--- config.mk ---
export PLATFORM = sky130hd
export DESIGN_NAME = scid_decoder
export DESIGN_NICKNAME = d
export VERILOG_FILES = /design/src/scid_pkg.sv /design/src/scid_sync.sv /design/src/scid_decoder.sv
export VERILOG_INCLUDE_DIRS = /design/src /design/src/src
export SDC_FILE = /design/constraint.sdc
export NUM_CORES = 1
export LEC_CHECK = 0
export BUFFER_PORTS_ARGS = -buffer_cell sky130_fd_sc_hd__buf_4
export CAP_MARGIN = 10
export CORE_ASPECT_RATIO = 0.6
export CORE_UTILIZATION = 42
export DETAILED_ROUTE_END_ITERATION = 8
export PLACE_DENSITY_LB_ADDON = 0.1
export SYNTH_ARGS = -nofsm -noshare
export SYNTH_HDL_FRONTEND = slang
export SYNTH_SLANG_ARGS = --single-unit
--- constraint.sdc ---
create_clock -name clk_sys -period 5.9 [get_ports clk_sys]
set_input_delay 0.295 -clock clk_sys [delete_from_list [all_inputs] [get_ports clk_sys]]
set_output_delay 0.295 -clock clk_sys [all_outputs]
set_load 0.02 [all_outputs]
--- src/scid_regs.svh ---
/*
 Register map and constants for the servo command input decoder.
 Assumes inclusion by scid_pkg and by design modules; definitions only.
*/
`ifndef SCID_REGS_SVH
`define SCID_REGS_SVH

`define SCID_ADDR_W 4
`define SCID_DATA_W 32
`define SCID_REG_CFG 4'h0
`define SCID_REG_TLIM 4'h1
`define SCID_REG_STAT 4'h2
`define SCID_REG_PCNT 4'h3
`define SCID_REG_GAIN 4'h4

`define SCID_CFG_PORT 0
`define SCID_CFG_FMT_LO 1
`define SCID_CFG_FMT_HI 2
`define SCID_CFG_CLMP_LO 3
`define SCID_CFG_CLMP_HI 4
`define SCID_CFG_VFS 5
`define SCID_CFG_GMODE 6
`define SCID_CFG_TLS_LO 7
`define SCID_CFG_TLS_HI 8
`define SCID_CFG_TSL 9
`define SCID_CFG_RESET 32'h0000_0000
`define SCID_TLIM_RESET 32'h0000_0000
`define SCID_GAIN_RESET 32'h0000_0000

`define SCID_FMT_CNT 2'h0
`define SCID_FMT_STEP 2'h1
`define SCID_FMT_QUAD 2'h2
`define SCID_CLMP_OFF 2'h0
`define SCID_CLMP_ZERO 2'h1
`define SCID_CLMP_DIR 2'h2
`define SCID_TLS_SWITCH 2'h3

`define SCID_CLK_HZ 20000000
`define SCID_LD_MAX_PPS 500000
`define SCID_OC_MAX_PPS 200000
`define SCID_LD_MIN_CYC (`SCID_CLK_HZ / `SCID_LD_MAX_PPS)
`define SCID_OC_MIN_CYC (`SCID_CLK_HZ / `SCID_OC_MAX_PPS)
`define SCID_ZERO_W 32'h0000_0000
`define SCID_ENC_FRAMES 4'h8
`define SCID_ENC_TURN_BIT 1
`define SCID_ENC_INCR_BIT 2
`define SCID_TLIM_FIRST_HI 15
`define SCID_TLIM_SECOND_HI 31
`define SCID_TLIM_SECOND_LO 16

`endif

--- src/scid_pkg.sv ---
/*
 Types for the servo command input decoder.
 Assumes scid_regs.svh is on the include path.
*/
`include "scid_regs.svh"
package scid_pkg;
	typedef enum logic [2:0] {
		SCID_ENC_IDLE = 3'b001,
		SCID_ENC_TURN = 3'b010,
		SCID_ENC_INCR = 3'b100
	} scid_enc_t;
endpackage

--- src/scid_sync.sv ---
/*
 Three-flop synchroniser with agreement filter for external pins.
 Assumes the input is asynchronous to clk_sys.
*/
`timescale 1ns/1ps
module scid_sync #(
	parameter int W = 1
) (
	input wire logic clk_sys,
	input wire logic rstn,
	input wire logic ce,
	input wire logic [W-1:0] pin_in,
	output logic [W-1:0] level
);
	typedef struct packed {
		logic [W-1:0] s1;
		logic [W-1:0] s2;
		logic [W-1:0] s3;
		logic [W-1:0] lvl;
	} scid_sync_t;
	scid_sync_t st_ff, nxt_st;
	always_comb begin
		nxt_st = st_ff;
		if (ce) begin
			nxt_st.s1 = pin_in;
			nxt_st.s2 = st_ff.s1;
			nxt_st.s3 = st_ff.s2;
			for (int i = 0; i < W; i++) begin
				// Level moves only when second and third stages agree
				if (st_ff.s2[i] == st_ff.s3[i])
					nxt_st.lvl[i] = st_ff.s3[i];
			end
		end
	end
	always_ff @(posedge clk_sys or negedge rstn) begin
		if (!rstn)
			st_ff <= '0;
		else
			st_ff <= nxt_st;
	end
	assign level = st_ff.lvl;
endmodule

--- src/scid_decoder.sv ---
/*
 Servo command input decoder: pulse port/format selection, travel permits,
 zero-speed clamp, direction switch, filter/gain/torque-limit switches,
 encoder data request sequencing, register port.
 Assumes pins are asynchronous; register master is on clk_sys.
*/
// Implementation choices: the address-and-strobe port and the register offsets.
//
// Behaviour
// [RULE_01] Port select 0 takes open-collector pulses, otherwise line-driver pulses.
// [RULE_02] Line-driver pulses up to 500 kpps are accepted.
// [RULE_03] Open-collector pulses up to 200 kpps are accepted.
// [RULE_04] Format selects count pulses, step plus direction, or quadrature.
// [RULE_05] Reverse motion prohibited while reverse permit is off.
// [RULE_06] Forward motion prohibited while forward permit is off.
// [RULE_07] Clamp select 1: clamp input off forces speed command zero.
// [RULE_08] Clamp select 2: direction switch off forward, on reverse.
// [RULE_09] Filter select 1: switch chooses filter set one or two.
// [RULE_10] Torque select 0-2, gain mode 0: switch chooses PI or P.
// [RULE_11] Gain mode 1: switch chooses gain set one or two.
// [RULE_12] Torque select 3: switch chooses first or second torque limit.
// [RULE_13] Encoder request rising sends multi-turn count then incremental pulses.
// [RULE_14] Torque mode: analog input is torque command or speed limit.
// [RULE_15] All pin inputs are synchronised before decoding; torque_mode bypasses the synchroniser.
`timescale 1ns/1ps
`include "scid_regs.svh"
module scid_decoder #(
	parameter int CNT_W = 32,
	parameter int SPD_W = 16
) (
	input wire logic clk_sys,
	input wire logic rstn,
	input wire logic ce,
	input wire logic [`SCID_ADDR_W-1:0] reg_addr,
	input wire logic [`SCID_DATA_W-1:0] reg_wdata,
	input wire logic reg_wr,
	input wire logic reg_rd,
	output logic [`SCID_DATA_W-1:0] reg_rdata,
	input wire logic oc_pulse_a_in,
	input wire logic oc_pulse_b_in,
	input wire logic ld_pulse_a_in,
	input wire logic ld_pulse_b_in,
	input wire logic reverse_travel_permit,
	input wire logic forward_travel_permit,
	input wire logic zero_speed_clamp_in,
	input wire logic speed_direction_switch_in,
	input wire logic vibration_filter_switch_in,
	input wire logic gain_switch_in,
	input wire logic torque_limit_switch_in,
	input wire logic encoder_data_request,
	input wire logic torque_mode,
	input wire logic [SPD_W-1:0] speed_cmd_in,
	input wire logic [SPD_W-1:0] shared_analog_in,
	output logic pos_step,
	output logic pos_dir,
	output logic [SPD_W-1:0] speed_cmd_out,
	output logic speed_cmd_reverse,
	output logic forward_allowed,
	output logic reverse_allowed,
	output logic filter_set_two,
	output logic p_only_control,
	output logic gain_set_two,
	output logic [15:0] torque_limit_active,
	output logic [SPD_W-1:0] torque_cmd_analog_a,
	output logic [SPD_W-1:0] speed_limit_analog,
	output logic enc_send_multiturn,
	output logic enc_send_incremental
);
	import scid_pkg::*;

	localparam int NSYNC = 12;

	typedef struct packed {
		logic [`SCID_DATA_W-1:0] cfg;
		logic [`SCID_DATA_W-1:0] tlim;
		logic [`SCID_DATA_W-1:0] gain;
		logic [`SCID_DATA_W-1:0] rdata;
		logic [CNT_W-1:0] pcnt;
		logic a_prev;
		logic b_prev;
		logic req_prev;
		scid_enc_t enc;
		logic [3:0] enc_cnt;
		logic step;
		logic dir;
		logic [SPD_W-1:0] spd;
		logic spd_rev;
		logic fwd_ok;
		logic rev_ok;
		logic filt2;
		logic ponly;
		logic gain2;
		logic [15:0] tl;
		logic [SPD_W-1:0] tcmd;
		logic [SPD_W-1:0] spd_lim;
		logic limit_hit;
	} scid_state_t;

	scid_state_t st_ff, nxt_st;
	logic [NSYNC-1:0] sync_raw, sync_lvl;
	logic sa_oc;
	logic sb_oc;
	logic sa_ld;
	logic sb_ld;
	logic s_rev;
	logic s_fwd;
	logic s_clamp;
	logic s_dirsw;
	logic s_filt;
	logic s_gainsw;
	logic s_tls;
	logic s_req;

	assign sync_raw = {
		oc_pulse_a_in,
		oc_pulse_b_in,
		ld_pulse_a_in,
		ld_pulse_b_in,
		reverse_travel_permit,
		forward_travel_permit,
		zero_speed_clamp_in,
		speed_direction_switch_in,
		vibration_filter_switch_in,
		gain_switch_in,
		torque_limit_switch_in,
		encoder_data_request
	};

	scid_sync #(.W(NSYNC)) u_sync ( // RULE_15
		.clk_sys(clk_sys),
		.rstn(rstn),
		.ce(ce),
		.pin_in(sync_raw),
		.level(sync_lvl)
	);

	assign {
		sa_oc,
		sb_oc,
		sa_ld,
		sb_ld,
		s_rev,
		s_fwd,
		s_clamp,
		s_dirsw,
		s_filt,
		s_gainsw,
		s_tls,
		s_req
	} = sync_lvl;

	// Two-bit field extract, used for every multi-bit config field
	function automatic logic [1:0] fld2(input logic [`SCID_DATA_W-1:0] r, input int lo);
		fld2 = r[lo +: 2];
	endfunction

	// True when the travel inputs permit motion in the given direction
	function automatic logic dir_ok(input logic fwd_dir, input logic fwd_en, input logic rev_en);
		dir_ok = fwd_dir ? fwd_en : rev_en;
	endfunction

	logic a_sel, b_sel, step_ev, dir_ev;
	logic [1:0] fmt, clmp, tls;

	always_comb begin
		fmt = fld2(st_ff.cfg, `SCID_CFG_FMT_LO);
		clmp = fld2(st_ff.cfg, `SCID_CFG_CLMP_LO);
		tls = fld2(st_ff.cfg, `SCID_CFG_TLS_LO);
		// Port choice
		if (st_ff.cfg[`SCID_CFG_PORT] == 1'b0) begin // RULE_01 RULE_03
			a_sel = sa_oc;
			b_sel = sb_oc;
		end else begin // RULE_02
			a_sel = sa_ld;
			b_sel = sb_ld;
		end
		step_ev = 1'b0;
		dir_ev = 1'b0;
		case (fmt) // RULE_04
			`SCID_FMT_CNT: begin
				// A counts reverse, B counts forward
				if (a_sel && !st_ff.a_prev) begin
					step_ev = 1'b1;
					dir_ev = 1'b0;
				end else if (b_sel && !st_ff.b_prev) begin
					step_ev = 1'b1;
					dir_ev = 1'b1;
				end
			end
			`SCID_FMT_STEP: begin
				step_ev = a_sel && !st_ff.a_prev;
				dir_ev = b_sel;
			end
			`SCID_FMT_QUAD: begin
				// Count one edge per cycle, A before B; direction from phase relation
				if (a_sel != st_ff.a_prev) begin
					step_ev = 1'b1;
					dir_ev = a_sel ^ b_sel;
				end else if (b_sel != st_ff.b_prev) begin
					step_ev = 1'b1;
					dir_ev = ~(a_sel ^ b_sel);
				end
			end
			default: begin
				step_ev = 1'b0;
				dir_ev = 1'b0;
			end
		endcase
	end

	always_comb begin
		nxt_st = st_ff;
		if (ce) begin
			nxt_st.a_prev = a_sel;
			nxt_st.b_prev = b_sel;
			nxt_st.fwd_ok = s_fwd; // RULE_06
			nxt_st.rev_ok = s_rev; // RULE_05
			// Steps into a prohibited direction are dropped and flagged
			nxt_st.step = 1'b0;
			if (step_ev) begin
				if (dir_ok(dir_ev, s_fwd, s_rev)) begin // RULE_05 RULE_06
					nxt_st.step = 1'b1;
					nxt_st.dir = dir_ev;
					nxt_st.pcnt = dir_ev ? st_ff.pcnt + CNT_W'(1) : st_ff.pcnt - CNT_W'(1);
				end else begin
					nxt_st.limit_hit = 1'b1;
				end
			end
			// Speed command path
			nxt_st.spd = speed_cmd_in;
			nxt_st.spd_rev = 1'b0;
			case (clmp)
				`SCID_CLMP_ZERO: begin
					if (!s_clamp)
						nxt_st.spd = SPD_W'(`SCID_ZERO_W); // RULE_07
				end
				`SCID_CLMP_DIR: begin
					nxt_st.spd_rev = s_dirsw; // RULE_08
				end
				default: begin
					nxt_st.spd = speed_cmd_in;
				end
			endcase
			if (!dir_ok(!nxt_st.spd_rev, s_fwd, s_rev))
				nxt_st.spd = SPD_W'(`SCID_ZERO_W); // RULE_05 RULE_06
			nxt_st.filt2 = st_ff.cfg[`SCID_CFG_VFS] ? s_filt : 1'b0; // RULE_09
			nxt_st.ponly = 1'b0;
			nxt_st.gain2 = 1'b0;
			if (st_ff.cfg[`SCID_CFG_GMODE])
				nxt_st.gain2 = s_gainsw; // RULE_11
			else if (tls != `SCID_TLS_SWITCH)
				nxt_st.ponly = s_gainsw; // RULE_10
			if (tls == `SCID_TLS_SWITCH && s_tls)
				nxt_st.tl = st_ff.tlim[`SCID_TLIM_SECOND_HI:`SCID_TLIM_SECOND_LO]; // RULE_12
			else
				nxt_st.tl = st_ff.tlim[`SCID_TLIM_FIRST_HI:0];
			nxt_st.tcmd = SPD_W'(`SCID_ZERO_W);
			nxt_st.spd_lim = SPD_W'(`SCID_ZERO_W);
			if (torque_mode) begin
				if (st_ff.cfg[`SCID_CFG_TSL])
					nxt_st.spd_lim = shared_analog_in; // RULE_14
				else
					nxt_st.tcmd = shared_analog_in; // RULE_14
			end
			// Encoder data sequence on request rising
			nxt_st.req_prev = s_req;
			case (st_ff.enc)
				SCID_ENC_IDLE: begin
					if (s_req && !st_ff.req_prev) begin // RULE_13
						nxt_st.enc = SCID_ENC_TURN;
						nxt_st.enc_cnt = `SCID_ENC_FRAMES;
					end
				end
				SCID_ENC_TURN: begin
					nxt_st.enc_cnt = st_ff.enc_cnt - 4'h1;
					if (st_ff.enc_cnt == 4'h1) begin // RULE_13
						nxt_st.enc = SCID_ENC_INCR;
						nxt_st.enc_cnt = `SCID_ENC_FRAMES;
					end
				end
				SCID_ENC_INCR: begin
					nxt_st.enc_cnt = st_ff.enc_cnt - 4'h1;
					if (st_ff.enc_cnt == 4'h1)
						nxt_st.enc = SCID_ENC_IDLE;
				end
				default: begin
					nxt_st.enc = SCID_ENC_IDLE;
				end
			endcase
			if (!s_req)
				nxt_st.enc = SCID_ENC_IDLE;
			// Register port
			nxt_st.rdata = '0;
			if (reg_wr) begin
				case (reg_addr)
					`SCID_REG_CFG: nxt_st.cfg = reg_wdata;
					`SCID_REG_TLIM: nxt_st.tlim = reg_wdata;
					`SCID_REG_GAIN: nxt_st.gain = reg_wdata;
					`SCID_REG_STAT: begin
						// Writing 1 clears the limit flag; a new hit wins
						if (reg_wdata[0] && !(step_ev && !dir_ok(dir_ev, s_fwd, s_rev)))
							nxt_st.limit_hit = 1'b0;
					end
					default: nxt_st.cfg = st_ff.cfg;
				endcase
			end
			if (reg_rd) begin
				case (reg_addr)
					`SCID_REG_CFG: nxt_st.rdata = st_ff.cfg;
					`SCID_REG_TLIM: nxt_st.rdata = st_ff.tlim;
					`SCID_REG_GAIN: nxt_st.rdata = st_ff.gain;
					`SCID_REG_STAT: nxt_st.rdata = {24'h000000, st_ff.enc == SCID_ENC_IDLE ? 1'b0 : 1'b1,
						st_ff.gain2, st_ff.ponly, st_ff.filt2, st_ff.dir, st_ff.rev_ok, st_ff.fwd_ok,
						st_ff.limit_hit};
					`SCID_REG_PCNT: nxt_st.rdata = `SCID_DATA_W'(st_ff.pcnt);
					default: nxt_st.rdata = '0;
				endcase
			end
		end
	end

	always_ff @(posedge clk_sys or negedge rstn) begin
		if (!rstn) begin
			st_ff <= '0;
			st_ff.cfg <= `SCID_CFG_RESET;
			st_ff.tlim <= `SCID_TLIM_RESET;
			st_ff.gain <= `SCID_GAIN_RESET;
			st_ff.enc <= SCID_ENC_IDLE;
		end else begin
			st_ff <= nxt_st;
		end
	end

	assign reg_rdata = st_ff.rdata;
	assign pos_step = st_ff.step;
	assign pos_dir = st_ff.dir;
	assign speed_cmd_out = st_ff.spd;
	assign speed_cmd_reverse = st_ff.spd_rev;
	assign forward_allowed = st_ff.fwd_ok;
	assign reverse_allowed = st_ff.rev_ok;
	assign filter_set_two = st_ff.filt2;
	assign p_only_control = st_ff.ponly;
	assign gain_set_two = st_ff.gain2;
	assign torque_limit_active = st_ff.tl;
	assign torque_cmd_analog_a = st_ff.tcmd;
	assign speed_limit_analog = st_ff.spd_lim;
	assign enc_send_multiturn = st_ff.enc[`SCID_ENC_TURN_BIT];
	assign enc_send_incremental = st_ff.enc[`SCID_ENC_INCR_BIT];
endmodule

==> metrics.txt <==
most common cell after layout, fill and taps aside dfrtp_1; Die ar. 35,300 sq um; post-CTS sizing 0; core area around 34,000 sq um; first-pass GRT wire length 62,900 um; DRC 0; Syn Nets between 1,000 and 1,500; Slew @ Worst Pin about 1.1 ns; wire length per cell about 21 um; WHS Endpoint filter_set_two$_DFFE_PN0P_; clk_lat worst skew about 0.56 ns; CP cell instances mux2_2 > ha_1 > or4b_4 > a41oi_4 > inv_1 > buf_4 > ha_1 > o211ai_1 > o211ai_1 > a21oi_1 > o41ai_1 > a41oi_1 > xor2_1 > o21ai_2; Power Density 443 nW/um^2; TritonCTS buffer count 28; Root Buffer clkbuf_16; Overall Power a little under 8000 uW; TritonCTS clock tree built; Layout Nets roughly 1,600; Final setup viols 0; Max Slew Vio Count 0; WL final 40,100 um; Clock Path Buffers 3; Vias per Instance ~5.4; Crit path required time roughly 6.3 ns; detailed-router iteration count before antenna repair 8; Worst Hold Class in -> reg; Routability Congestion ~0.91; die height about 150 um; post-synthesis cell count ~1,300; Port-buffer cells about 190; RSZ-0062 raised after global routing no; commonest cells after routing, fill and taps aside 290 x dfrtp_1, 205 x buf_4, 96 x mux2_1; slowest CP cell o41ai_1; Max Clock Skew 0.0152 ns; Site Rows between 50 and 60; clock sinks just under 300; CP Launch Type flip-flop; antenna violations before repair 1; final worst path period share 0.835; routed via count 10,513; Top FF cell, synth dfrtp_1; Ant. Diodes 0; Peak Freq between 0.2 and 0.25 GHz; # Post-CTS Setup Buffers 0; Initial Util 0.429; number of global-route vias before repair roughly 11,000; number of max-cap violations 0; ANT nets after route 0; setup TNS 0 ns; WP data arrival 5.33 ns; H-Tree Level Count 1; r2r endpoint st_ff[110]$_DFFE_PN0P_; Post-CTS Hold Fix Bufs a little under 80; Die W around 240 um; HPWL Detailed 27,400 um; number of synthesized flops with an enable pin 0; clk slew on worst S/H paths about 0.070 ns; largest net degree at the start of global routing 175; Synth Warn # 0; Seq/Total Area, Yosys 0.502; share of layout cells above drive strength 1 0.224; post-synthesis sequential element count 291; GRT Overall Usage 0.228; Final Hold Fails 0; status completed; grt total ovfl 0; leak pwr 0.00801 uW; FF-to-FF setup slack between 0.9 and 1 ns; synth-to-layout area growth 19.5%; Distinct cells, synth between 60 and 70; Max FO, Critical Path 21; Worst Hold Depth 2; I/O pin total 192; crit path time final about 4.9 ns; worst hold start ce; Slew headroom 0.249; worst r2r src st_ff[211]$_DFFE_PN0P_; Worst setup EP type flip-flop; Worst path max stage delay a little under 0.7 ns; asr flop ratio synth 1.00; Mean Syn Cell Area between 10 and 15 sq um; cell area after synthesis roughly 15,000 sq um; worst-case reg-to-reg path depth 14; DR iter-0 viols around 800; Fill cells 3,094; WS Path Type reg -> reg; peak supply drop 0.269 mV
[how the worst max path moves through the flow]
stage | from | to | slack [ns] | cells after the start
after floorplan | st_ff[211]$_DFFE_PN0P_ | st_ff[110]$_DFFE_PN0P_ | 1.39 | 15
after global placement | st_ff[211]$_DFFE_PN0P_ | st_ff[110]$_DFFE_PN0P_ | 1.09 | 14
after detailed placement | st_ff[211]$_DFFE_PN0P_ | st_ff[110]$_DFFE_PN0P_ | 0.98 | 14
after CTS | st_ff[211]$_DFFE_PN0P_ | st_ff[110]$_DFFE_PN0P_ | 0.94 | 14
after global routing | st_ff[211]$_DFFE_PN0P_ | st_ff[110]$_DFFE_PN0P_ | 0.70 | 14
final | st_ff[211]$_DFFE_PN0P_ | st_ff[110]$_DFFE_PN0P_ | 0.98 | 14
[stage by stage]
| step | util | hold slack, ns | std cells | setup slack (ns) | instance area, sq um |
|---|---|---|---|---|---|
| detailed placement | 0.463 | 0.453 | 1807 | 0.985 | 15700 |
| floorplan | - | -0.000591 | 1307 | 1.39 | 14500 |
| global placement | 0.463 | 0.447 | 1807 | 1.09 | 15700 |
| global route | 0.513 | 0.0247 | 1935 | 0.702 | 17300 |
| finish | 0.513 | 0.0328 | 1935 | 0.976 | 17300 |
| CTS | 0.512 | 0.00444 | 1934 | 0.944 | 17300 |
[metal layers]
metal  vias to the layer above  global-route usage  share of wire
met2                       293               0.315           0.40
met5                         -                   0              0
met4                         0              0.0392          0.016
met1                      5228               0.363           0.51
li1                       4951                   -              -
met3                        41              0.0509          0.069
[sequential cells by signal, indices dropped and copies added (netlist names), 2 cells and up]
register,count
torque_limit_active,16
fmt,2
u_sync.level,12
u_sync.st_ff,36
speed_limit_analog,16
st_ff,133
torque_cmd_analog_a,16
speed_cmd_out,16
reg_rdata,32
clmp,2
[final cells by class]
cell class              instances  area, sq um  share of cell area
clock buffers                  42          825              0.0475
clock inverters                 8         68.8             0.00397
inverters                      56          210              0.0121
multi-input cells             793         6020               0.347
flip-flops and latches        291         7280               0.420
well taps                     459          574              0.0331
repair buffers                286         2370               0.137
[cells by family (layout without fill, tap and decap cells)]
kind of cell    count (synthesis)  after routing  share of synthesized area
compound gates                350            350                      0.171
xor+xnor                       33             33                     0.0204
fa+ha+maj                      35             35                     0.0307
buf+inv                       223            392                     0.0869
flops                         291            291                      0.502
mux                           158            158                      0.121
simple gates                  217            217                     0.0686
[cell usage after synthesis (3+ instances only)]
| cell | instances | area, sq um |
|---|---|---|
| o21ai_2 | 27 | 236 |
| mux2_1 | 96 | 1080 |
| a21oi_1 | 81 | 405 |
| buf_6 | 7 | 78.8 |
| buf_4 | 96 | 721 |
| a22o_1 | 19 | 166 |
| xor2_1 | 20 | 175 |
| xnor2_1 | 12 | 105 |
| a31oi_1 | 10 | 62.6 |
| o21bai_1 | 5 | 37.5 |
| o21ai_0 | 24 | 120 |
| a222oi_1 | 31 | 310 |
| and3_1 | 5 | 31.3 |
| o22ai_1 | 33 | 206 |
| nor4b_1 | 4 | 35.0 |
| nand2_1 | 93 | 349 |
| nand2b_1 | 20 | 125 |
| inv_1 | 55 | 206 |
| a221oi_1 | 9 | 78.8 |
| nand3_1 | 9 | 45.0 |
| clkbuf_1 | 52 | 195 |
| a21boi_1 | 16 | 120 |
| o211ai_1 | 7 | 52.6 |
| a211oi_1 | 7 | 52.6 |
| or3_1 | 3 | 18.8 |
| a21o_1 | 7 | 52.6 |
| nor3_1 | 8 | 40.0 |
| buf_2 | 9 | 45.0 |
| o2bb2ai_1 | 30 | 263 |
| a21boi_0 | 10 | 75.1 |
| o21ai_1 | 20 | 100 |
| buf_1 | 3 | 11.3 |
| nor2_1 | 57 | 214 |
| ha_1 | 34 | 425 |
| nand4_1 | 5 | 31.3 |
| nor4_1 | 3 | 18.8 |
| mux2i_1 | 21 | 210 |
| dfrtp_1 | 290 | 7260 |
| mux2_2 | 41 | 462 |
[report_power, final]
group	internal, uW	leakage [uW]	switching, uW
Clock	1000	0.000444	773
Combinational	1230	0.00384	1940
Sequential	2390	0.00372	358
Total	4620	0.00801	3070
[worst max-delay path: cells and delay by family (launching register included)]
kind | cells | cell delay (ns)
simple gates | 1 | 0.57
mux | 1 | 0.39
compound gates | 7 | 1.81
buf+inv | 2 | 0.58
flops | 1 | 0.49
fa+ha+maj | 2 | 0.73
xor+xnor | 1 | 0.20
No activity file was read; power rests on OpenSTA's default activity.
